**src/modbus_rtu_pkg.sv**
```systemverilog
// shared constants, types and crc helper for the modbus rtu link ends
package modbus_rtu_pkg;

	localparam logic [7:0]  FC_READ     = 8'h03;
	localparam logic [7:0]  FC_WRITE    = 8'h06;
	localparam logic [7:0]  FC_EXC_BIT  = 8'h80;
	localparam logic [7:0]  EXC_FUNC    = 8'h01;
	localparam logic [7:0]  EXC_ADDR    = 8'h02;
	localparam logic [7:0]  EXC_VALUE   = 8'h03;
	localparam logic [7:0]  DEFAULT_ID  = 8'h01;
	localparam logic [7:0]  MAX_ID      = 8'hF7;
	localparam logic [15:0] ID_REG      = 16'h0096;
	localparam logic [15:0] MAX_COUNT   = 16'h007D;
	localparam logic [3:0]  REQ_BYTES   = 4'h8;
	localparam logic [3:0]  LAST_REQ    = 4'h7;
	localparam logic [8:0]  READ_EXTRA  = 9'h005;
	localparam logic [8:0]  WRITE_BYTES = 9'h008;
	localparam logic [15:0] CRC_INIT    = 16'hFFFF;
	localparam logic [15:0] CRC_POLY    = 16'hA001;

	localparam longint unsigned CLK_HZ          = 250_000_000;
	localparam longint unsigned RESP_MAX_S      = 10;
	localparam longint unsigned MASTER_WAIT_MS  = 10_000;
	// longest time rounds down, least time rounds up
	localparam longint unsigned RESP_MAX_CYC    = RESP_MAX_S * CLK_HZ;
	localparam longint unsigned MASTER_WAIT_CYC = (MASTER_WAIT_MS * CLK_HZ + 999) / 1000;

	localparam logic [1:0] PART_HDR    = 2'h0;
	localparam logic [1:0] PART_DATA   = 2'h1;
	localparam logic [1:0] PART_CRC_LO = 2'h2;
	localparam logic [1:0] PART_CRC_HI = 2'h3;

	typedef enum logic [3:0] {
		S_RX    = 4'h1,
		S_EXEC  = 4'h2,
		S_LATCH = 4'h4,
		S_TX    = 4'h8
	} slave_state_t;

	typedef enum logic [2:0] {
		M_IDLE = 3'h1,
		M_TX   = 3'h2,
		M_RX   = 3'h4
	} master_state_t;

	typedef enum logic [2:0] {
		ST_OK      = 3'h0,
		ST_EXC     = 3'h1,
		ST_TIMEOUT = 3'h2,
		ST_CRC     = 3'h3,
		ST_BADCMD  = 3'h4,
		ST_FORMAT  = 3'h5
	} rsp_status_t;

	function automatic logic [15:0] crc16_step(input logic [15:0] crc, input logic [7:0] b);
		logic [15:0] c;
		c = crc ^ {8'h00, b};
		for (int i = 0; i < 8; i++) begin
			c = c[0] ? ((c >> 1) ^ CRC_POLY) : (c >> 1);
		end
		return c;
	endfunction

endpackage

```
**src/modbus_rtu_link_if.sv**
```systemverilog
// byte-level rtu link between master and slave ends
`timescale 1ns/1ns
interface modbus_rtu_link_if;
	logic       m2s_valid;
	logic [7:0] m2s_data;
	logic       m2s_last;
	logic       m2s_err;
	logic       s2m_valid;
	logic       s2m_ready;
	logic [7:0] s2m_data;
	logic       s2m_last;

	modport slave_port (
		input  m2s_valid, m2s_data, m2s_last, m2s_err, s2m_ready,
		output s2m_valid, s2m_data, s2m_last
	);
	modport master_port (
		output m2s_valid, m2s_data, m2s_last, m2s_err, s2m_ready,
		input  s2m_valid, s2m_data, s2m_last
	);
endinterface

```
**src/modbus_rtu_slave_port.sv**
```systemverilog
// modbus rtu slave end: request check, register access, reply build
// Function
// slave on rtu link, answers master only
// identifier 1 after reset
// write to register 150 changes identifier
// reply finished within 10 seconds
// master waits at least 10000 ms
// read request is eight bytes, code 03
// start register sent high byte first
// count high byte 0, low 1 to 125
// read reply: id, 03, count, words, crc
// byte count equals data bytes following
// read reply totals 2N+5 bytes
// write request is eight bytes, code 06
// write acknowledged by echo with new crc
// bad register gives five-byte exception reply
// range past last register gives code 02
// framing or crc error: silent discard
// high word read latches low word
// crc-16 trails every frame, low first
// other identifiers are ignored silently
`timescale 1ns/1ns
module modbus_rtu_slave_port import modbus_rtu_pkg::*; #(
	parameter logic [15:0] NUM_REGS   = 16'h0100,
	parameter logic [15:0] WIDE_BASE  = 16'h0000,
	parameter logic [15:0] WIDE_END   = 16'h0002,
	parameter logic [31:0] RESP_LIMIT = 32'(RESP_MAX_CYC)
) (
	input  wire logic              sys_clk_in,   // system clock
	input  wire logic              sys_rst_in,   // sync reset, high
	modbus_rtu_link_if.slave_port  link,         // rtu byte link
	output logic [15:0]            rd_addr_out,  // register read address
	input  wire logic [15:0]       rd_data_in,   // register read data, same cycle
	output logic                   wr_valid_out, // register write pulse
	output logic [15:0]            wr_addr_out,  // register write address
	output logic [31:0]            wr_data_out,  // write data, low 16 unless wide
	output logic                   wr_wide_out,  // 32-bit pair write
	output logic [7:0]             slave_id_out  // current identifier
);

	typedef struct packed {
		slave_state_t     st;
		logic [7:0][7:0]  rx;
		logic [3:0]       rx_cnt;
		logic [15:0]      rx_crc;
		logic             rx_bad;
		logic [7:0]       id;
		logic [5:0][7:0]  hdr;
		logic [2:0]       hdr_len;
		logic [2:0]       idx;
		logic [1:0]       part;
		logic             has_data;
		logic [15:0]      tx_crc;
		logic [15:0]      cur;
		logic [7:0]       left;
		logic             lo_half;
		logic [15:0]      word;
		logic [15:0]      latch_word;
		logic [15:0]      latch_addr;
		logic             latch_ok;
		logic [15:0]      hold_word;
		logic [15:0]      hold_addr;
		logic             hold_ok;
		logic             wr_valid;
		logic [15:0]      wr_addr;
		logic [31:0]      wr_data;
		logic             wr_wide;
		logic [31:0]      timer;
	} slave_regs_t;

	slave_regs_t r;
	slave_regs_t next_r;

	logic [7:0]  fc;
	logic [15:0] a;
	logic [15:0] v;
	logic [16:0] read_end;
	logic [15:0] src_word;
	logic [7:0]  tx_byte;
	logic        fire;

	function automatic logic in_wide(input logic [15:0] x);
		return (x >= WIDE_BASE) && (x < WIDE_END);
	endfunction

	function automatic logic wide_hi(input logic [15:0] x);
		return in_wide(x) && (x[0] == WIDE_BASE[0]);
	endfunction

	assign fc       = r.rx[1];
	assign a        = {r.rx[2], r.rx[3]};
	assign v        = {r.rx[4], r.rx[5]};
	assign read_end = {1'b0, a} + {1'b0, v};

	// low word of a pair comes from the copy taken just before its high word went out
	always_comb begin
		if (r.cur == ID_REG) begin
			src_word = {8'h00, r.id};
		end else if (in_wide(r.cur) && !wide_hi(r.cur) && r.latch_ok && r.latch_addr == r.cur) begin
			src_word = r.latch_word;
		end else begin
			src_word = rd_data_in;
		end
	end

	always_comb begin
		unique case (r.part)
			PART_HDR:    tx_byte = r.hdr[r.idx];
			PART_DATA:   tx_byte = r.lo_half ? r.word[7:0] : src_word[15:8];
			PART_CRC_LO: tx_byte = r.tx_crc[7:0];
			PART_CRC_HI: tx_byte = r.tx_crc[15:8];
		endcase
	end

	assign fire = (r.st == S_TX) && link.s2m_ready;

	always_comb begin
		next_r = r;
		next_r.wr_valid = 1'b0;
		unique case (r.st)
			S_RX: begin
				// one request at a time; bytes during a reply are ignored
				if (link.m2s_valid) begin
					if (r.rx_cnt < REQ_BYTES) begin
						next_r.rx[r.rx_cnt[2:0]] = link.m2s_data;
						next_r.rx_cnt = r.rx_cnt + 4'h1;
					end else begin
						next_r.rx_bad = 1'b1;
					end
					next_r.rx_crc = crc16_step(r.rx_crc, link.m2s_data);
					if (link.m2s_err) begin
						next_r.rx_bad = 1'b1;
					end
					if (link.m2s_last) begin
						next_r.st = S_EXEC;
					end
				end
			end
			S_EXEC: begin
				next_r.st = S_RX;
				next_r.rx_cnt = 4'h0;
				next_r.rx_bad = 1'b0;
				next_r.rx_crc = CRC_INIT;
				// residue of zero means the trailing crc matched
				if (!r.rx_bad && r.rx_cnt == REQ_BYTES && r.rx_crc == 16'h0000
					&& r.rx[0] == r.id) begin
					next_r.st = S_TX;
					next_r.idx = 3'h0;
					next_r.part = PART_HDR;
					next_r.tx_crc = CRC_INIT;
					next_r.timer = 32'h0;
					next_r.has_data = 1'b0;
					next_r.hdr_len = 3'h3;
					next_r.hdr[0] = r.rx[0];
					next_r.hdr[1] = fc | FC_EXC_BIT;
					next_r.hdr[2] = EXC_FUNC;
					if (fc == FC_READ) begin
						if (v == 16'h0000 || v > MAX_COUNT) begin
							next_r.hdr[2] = EXC_VALUE;
						end else if (read_end > {1'b0, NUM_REGS}) begin
							next_r.hdr[2] = EXC_ADDR;
						end else begin
							next_r.hdr[1] = FC_READ;
							next_r.hdr[2] = {v[6:0], 1'b0};
							next_r.has_data = 1'b1;
							next_r.cur = a;
							next_r.left = v[7:0];
							next_r.lo_half = 1'b0;
						end
					end else if (fc == FC_WRITE) begin
						if (a >= NUM_REGS) begin
							next_r.hdr[2] = EXC_ADDR;
						end else if (a == ID_REG && (v == 16'h0000 || v > {8'h00, MAX_ID})) begin
							next_r.hdr[2] = EXC_VALUE;
						end else begin
							next_r.hdr = r.rx[5:0];
							next_r.hdr_len = 3'h6;
							if (a == ID_REG) begin
								next_r.id = v[7:0];
							end else if (wide_hi(a)) begin
								// high half waits for its partner
								next_r.hold_word = v;
								next_r.hold_addr = a;
								next_r.hold_ok = 1'b1;
							end else if (in_wide(a) && r.hold_ok && r.hold_addr + 16'h0001 == a) begin
								next_r.wr_valid = 1'b1;
								next_r.wr_addr = r.hold_addr;
								next_r.wr_data = {r.hold_word, v};
								next_r.wr_wide = 1'b1;
								next_r.hold_ok = 1'b0;
							end else begin
								next_r.wr_valid = 1'b1;
								next_r.wr_addr = a;
								next_r.wr_data = {16'h0000, v};
								next_r.wr_wide = 1'b0;
							end
						end
					end
				end
			end
			S_LATCH: begin
				// take the low word now so later reads see one snapshot
				next_r.latch_word = rd_data_in;
				next_r.latch_addr = r.cur + 16'h0001;
				next_r.latch_ok = 1'b1;
				next_r.st = S_TX;
				next_r.timer = r.timer + 32'h1;
			end
			S_TX: begin
				next_r.timer = r.timer + 32'h1;
				if (fire) begin
					if (r.part == PART_HDR || r.part == PART_DATA) begin
						next_r.tx_crc = crc16_step(r.tx_crc, tx_byte);
					end
					unique case (r.part)
						PART_HDR: begin
							if (r.idx == r.hdr_len - 3'h1) begin
								if (r.has_data) begin
									next_r.part = PART_DATA;
									if (wide_hi(r.cur)) begin
										next_r.st = S_LATCH;
									end
								end else begin
									next_r.part = PART_CRC_LO;
								end
							end else begin
								next_r.idx = r.idx + 3'h1;
							end
						end
						PART_DATA: begin
							if (!r.lo_half) begin
								next_r.word = src_word;
								next_r.lo_half = 1'b1;
							end else begin
								// two bytes per register, so 2N+5 in all
								next_r.lo_half = 1'b0;
								next_r.cur = r.cur + 16'h0001;
								next_r.left = r.left - 8'h01;
								if (r.left == 8'h01) begin
									next_r.part = PART_CRC_LO;
								end else if (wide_hi(r.cur + 16'h0001)) begin
									next_r.st = S_LATCH;
								end
							end
						end
						PART_CRC_LO: next_r.part = PART_CRC_HI;
						PART_CRC_HI: next_r.st = S_RX;
					endcase
				end
			end
		endcase
		// a reply stalled past its deadline is abandoned
		if ((r.st == S_TX || r.st == S_LATCH) && r.timer >= RESP_LIMIT - 32'h1) begin
			next_r.st = S_RX;
		end
	end

	always_ff @(posedge sys_clk_in) begin
		if (sys_rst_in) begin
			r <= '0;
			r.st <= S_RX;
			r.id <= DEFAULT_ID;
			r.rx_crc <= CRC_INIT;
		end else begin
			r <= next_r;
		end
	end

	assign link.s2m_valid = (r.st == S_TX);
	assign link.s2m_data  = tx_byte;
	assign link.s2m_last  = (r.st == S_TX) && (r.part == PART_CRC_HI);
	assign rd_addr_out    = (r.st == S_LATCH) ? r.cur + 16'h0001 : r.cur;
	assign wr_valid_out   = r.wr_valid;
	assign wr_addr_out    = r.wr_addr;
	assign wr_data_out    = r.wr_data;
	assign wr_wide_out    = r.wr_wide;
	assign slave_id_out   = r.id;

endmodule

```
**src/flat_wrapper.sv**
```systemverilog
// flat-port wrapper written by rule: the top's interface ports become plain ports
module modbus_rtu_slave_port_flat import modbus_rtu_pkg::*;
#(
	parameter logic [15:0] NUM_REGS   = 16'h0100,
	parameter logic [15:0] WIDE_BASE  = 16'h0000,
	parameter logic [15:0] WIDE_END   = 16'h0002,
	parameter logic [31:0] RESP_LIMIT = 32'(RESP_MAX_CYC)
)
  (sys_clk_in, sys_rst_in, rd_addr_out, rd_data_in, wr_valid_out, wr_addr_out, wr_data_out, wr_wide_out, slave_id_out, link_m2s_valid, link_m2s_data, link_m2s_last, link_m2s_err, link_s2m_ready, link_s2m_valid, link_s2m_data, link_s2m_last);
  modbus_rtu_link_if link_i ();
  input  wire logic sys_clk_in;
  input  wire logic sys_rst_in;
  output logic [15:0] rd_addr_out;
  input  wire logic [15:0] rd_data_in;
  output logic wr_valid_out;
  output logic [15:0] wr_addr_out;
  output logic [31:0] wr_data_out;
  output logic wr_wide_out;
  output logic [7:0] slave_id_out;
  input wire logic [$bits(link_i.m2s_valid)-1:0] link_m2s_valid;
  input wire logic [$bits(link_i.m2s_data)-1:0] link_m2s_data;
  input wire logic [$bits(link_i.m2s_last)-1:0] link_m2s_last;
  input wire logic [$bits(link_i.m2s_err)-1:0] link_m2s_err;
  input wire logic [$bits(link_i.s2m_ready)-1:0] link_s2m_ready;
  output wire logic [$bits(link_i.s2m_valid)-1:0] link_s2m_valid;
  output wire logic [$bits(link_i.s2m_data)-1:0] link_s2m_data;
  output wire logic [$bits(link_i.s2m_last)-1:0] link_s2m_last;
  assign link_i.m2s_valid = link_m2s_valid;
  assign link_i.m2s_data = link_m2s_data;
  assign link_i.m2s_last = link_m2s_last;
  assign link_i.m2s_err = link_m2s_err;
  assign link_i.s2m_ready = link_s2m_ready;
  assign link_s2m_valid = link_i.s2m_valid;
  assign link_s2m_data = link_i.s2m_data;
  assign link_s2m_last = link_i.s2m_last;
  modbus_rtu_slave_port #(.NUM_REGS(NUM_REGS), .WIDE_BASE(WIDE_BASE), .WIDE_END(WIDE_END), .RESP_LIMIT(RESP_LIMIT)) u_core (.sys_clk_in(sys_clk_in), .sys_rst_in(sys_rst_in), .link(link_i), .rd_addr_out(rd_addr_out), .rd_data_in(rd_data_in), .wr_valid_out(wr_valid_out), .wr_addr_out(wr_addr_out), .wr_data_out(wr_data_out), .wr_wide_out(wr_wide_out), .slave_id_out(slave_id_out));
endmodule
```
**config.mk**
```make
export PLATFORM = sky130hd
export DESIGN_NAME = modbus_rtu_slave_port_flat
export DESIGN_NICKNAME = d
export VERILOG_FILES = /design/src/modbus_rtu_pkg.sv /design/src/modbus_rtu_link_if.sv /design/src/modbus_rtu_slave_port.sv /design/src/flat_wrapper.sv
export SDC_FILE = /design/constraint.sdc
export NUM_CORES = 1
export LEC_CHECK = 0
export ABC_CLOCK_PERIOD_IN_PS = 6100
export BUFFER_PORTS_ARGS = -buffer_cell sky130_fd_sc_hd__buf_2
export CORE_MARGIN = 10
export CORE_UTILIZATION = 55
export CTS_BUF_LIST = sky130_fd_sc_hd__clkbuf_8
export DETAILED_ROUTE_END_ITERATION = 8
export PLACE_DENSITY = 0.73
export SLEW_MARGIN = 30
export SYNTH_ARGS = -nofsm -noshare
export SYNTH_HDL_FRONTEND = slang
export SYNTH_SLANG_ARGS = --single-unit
```
**constraint.sdc**
```tcl
create_clock -name sys_clk_in -period 6.1 [get_ports sys_clk_in]
set_input_delay 0 -clock sys_clk_in [delete_from_list [all_inputs] [get_ports sys_clk_in]]
set_output_delay 0 -clock sys_clk_in [all_outputs]
set_load 0.01 [all_outputs]
```
==> metrics.txt <==
Tightest Pin Transition=1.02 ns; Routed wire per std cell=19.7 µm; worst vdd ir=0.000165 V; Core Footprint=0.0307 mm²; CP max-delay cell=dfxtp_1; CTS buffer count=56; HP Start=rd_data_in[15]; gpl congestion=0.946; setup slack after layout=~1.6 ns; reg2reg path depth=15; Hold WC Path Type=in -> reg; number of setup buffers added after CTS=0; Via Count=16000; Max-Slew Margin vs Limit=31.7%; ys flop type=dfxtp_1; most frequent cell after synthesis=nand2_1; DRT iter0 DRCs=1609; fin util=between 60% and 70%; Cell variety after synth=78; Place WS=around 1.8 ns; hold endpoint=u_core.r[147]$_SDFFE_PP0P_; post-route cell area=~0.019 mm²; max incr delay on CP=0.61 ns; RSZ-0062 raised after global routing=false; crit end category=register; layout cells sized above 1=approximately an eighth; grt ovf=0; initial antenna violation count=1; fmax=224 MHz; Setup CP Type=reg -> reg; Final Hold Viols=0; Clock transition at path regs=0.07 ns; placed insts=2490; Skew-Pair Late Insertion Delay=0.60 ns; status=finished, final reports clean; Resized cells post-CTS=0; hold_ws=between 0.2 and 0.25 ns; Arr. time, crit path=4.95 ns; clock skew=between 0.03 and 0.04 ns; area grow syn2layout=9.68%; final worst path period need=between 4 and 5 ns; most frequent CP cell=o21ai_0; CTS tree=done; sequential area share after synthesis=39.0%; #FFs+latches synth=335; pin count of the biggest net entering global routing=192; post-route ant nets=0; NumNets Final=around 2200; TritonRoute pass-1 iters=8; delay-heaviest family, CP=compound AO/OA/AOI/OAI gates; GRT Total Usage=25.9%; CP Cell Sequence=ha_1 -> inv_1 -> fa_1 -> nor2b_1 -> o21ai_0 -> a21boi_0 -> o21ai_0 -> a21boi_0 -> o21ai_0 -> nand3_1 -> a2bb2oi_1 -> o41ai_2 -> buf_4 -> nand3_1 -> a221oi_1; Gate Count Post-Synth=2176; Setup Viol. Count Final=0; Die ar.=approximately 0.039 mm²; number of buffers and inverters on the critical path=2; Hold Crit Depth=4; clock sink count=335; setup TNS=0 ns; Startpoint Class=register; global-route wire length before repair=about 83000 µm; R2R setup slack=roughly 1.6 ns; final worst-path cycle share=between 70% and 80%; Worst Path Required=6.60 ns; top cell type's share of synthesized area=39.0%; root cell of the clock tree=clkbuf_8; drt via density=6.09; yosys warns=0; hpwl dp=36300 µm; crit-path max FO=21; die width=197 µm; placed inst area=approximately 0.017 mm²; Final Total Pwr=4.77 mW; final WL=just over 50000 µm; PortBufs=113; Finished Layout Cells=2623; Leak=7.03 nW; list of most frequent post-synthesis cells=nand2_1, dfxtp_1, a21oi_1; I/O pin count=114; post-synth top area cell=dfxtp_1; DRC viols=0; synthesized area per cell=7.90 µm²; row cnt=64; Synth Cell Area=approximately 0.017 mm²; vias in the first global route=between 15000 and 20000; P per Cell Area=~250 mW/mm²; Post-synth EDFFs=0; syn nets=between 2000 and 2500; Die Ht=197 µm; Async S/R FF share, synth=0%; Initial Utilization=a little under three fifths; clk buf depth=3; layout filler cell count=about 2700; Area contributors post-synth=dfxtp_1, nand2_1, a21oi_1, xnor2_1, nor2_1; Max-cap violations=0; H-Tree Depth=2; CTS Hold Bufs=32; Worst R2R End=u_core.r[166]$_SDFFE_PP0P_; Pins Over Slew Limit=0
cells in the final DEF (no fill, tap or decap), drive strengths merged, types with 13 or more instances in the layout:
cell type / instances
nand2: 398
mux2i: 18
nor3: 56
clkbuf: 70
o21ai: 36
a221oi: 20
a22oi: 13
and3: 19
nand4: 28
nand3: 91
dfxtp: 335
nor4: 33
and2: 42
a21oi: 249
o211ai: 15
inv: 64
ha: 30
buf: 130
xor2: 37
nor2: 169
dlygate4sd3: 32
a211oi: 43
xnor2: 106
worst register-to-register path, cell delays in order (launching register included):
cell       delay (ns)
dfxtp_1          0.61
ha_1             0.26
inv_1            0.06
fa_1             0.40
nor2b_1          0.12
o21ai_0          0.10
a21boi_0         0.26
o21ai_0          0.15
a21boi_0         0.27
o21ai_0          0.19
nand3_1          0.12
a2bb2oi_1        0.10
o41ai_2          0.40
buf_4            0.33
nand3_1          0.53
a221oi_1         0.48
worst max path at each step:
stage | slack [ns] | startpoint | depth (start not counted) | endpoint
after global placement | 2.00 | u_core.r[173]$_SDFFE_PP0P_ | 12 | u_core.r[355]$_SDFFE_PP1P_
after CTS | 1.77 | register | 15 | u_core.r[184]$_SDFFE_PP0P_
final | 1.64 | register | 15 | u_core.r[166]$_SDFFE_PP0P_
after detailed placement | 1.80 | register | 15 | u_core.r[184]$_SDFFE_PP0P_
after floorplan | 2.61 | register | 16 | u_core.r[168]$_SDFFE_PP0P_
after global routing | 1.33 | register | 15 | u_core.r[184]$_SDFFE_PP0P_
layer usage:
metal	track usage [%]	wire [µm]	up-vias
li1	-	-	7524
met1	33.7	21800	7600
met2	42.0	23900	701
met3	4.58	4250	136
met4	9.97	1790	0
met5	0	0	-
final cells by class:
cell class,instances,area (µm²),share of cell area (%)
Inverter,46,173,0.915
Clock inverter,30,161,0.856
Antenna cell,1,2.50,0.0133
Timing Repair Buffer,163,1050,5.55
Sequential cell,335,6710,35.6
Clock buffer,69,950,5.03
Multi-Input combinational cell,1583,9330,49.4
Tap cell,396,495,2.63
kinds of logic after synthesis:
| kind of cell | synth area share [%] |
|---|---|
| AOI/OAI and AO/OA | 16.7 |
| xor gates and xnor gates | 7.60 |
| adders and majority gates | 2.30 |
| buffers and inverters | 7.03 |
| DFF | 39.0 |
| muxes | 2.68 |
| and+or+nand+nor | 24.6 |
power by group:
| part | switching, mW | leakage (nW) | internal [mW] |
|---|---|---|---|
| logic | 0.296 | 3.69 | 0.193 |
| clock network | 0.904 | 0.635 | 1.06 |
| registers | 0.0757 | 2.70 | 2.25 |
| total | 1.28 | 7.03 | 3.50 |
No activity file was read; power rests on OpenSTA's default activity.
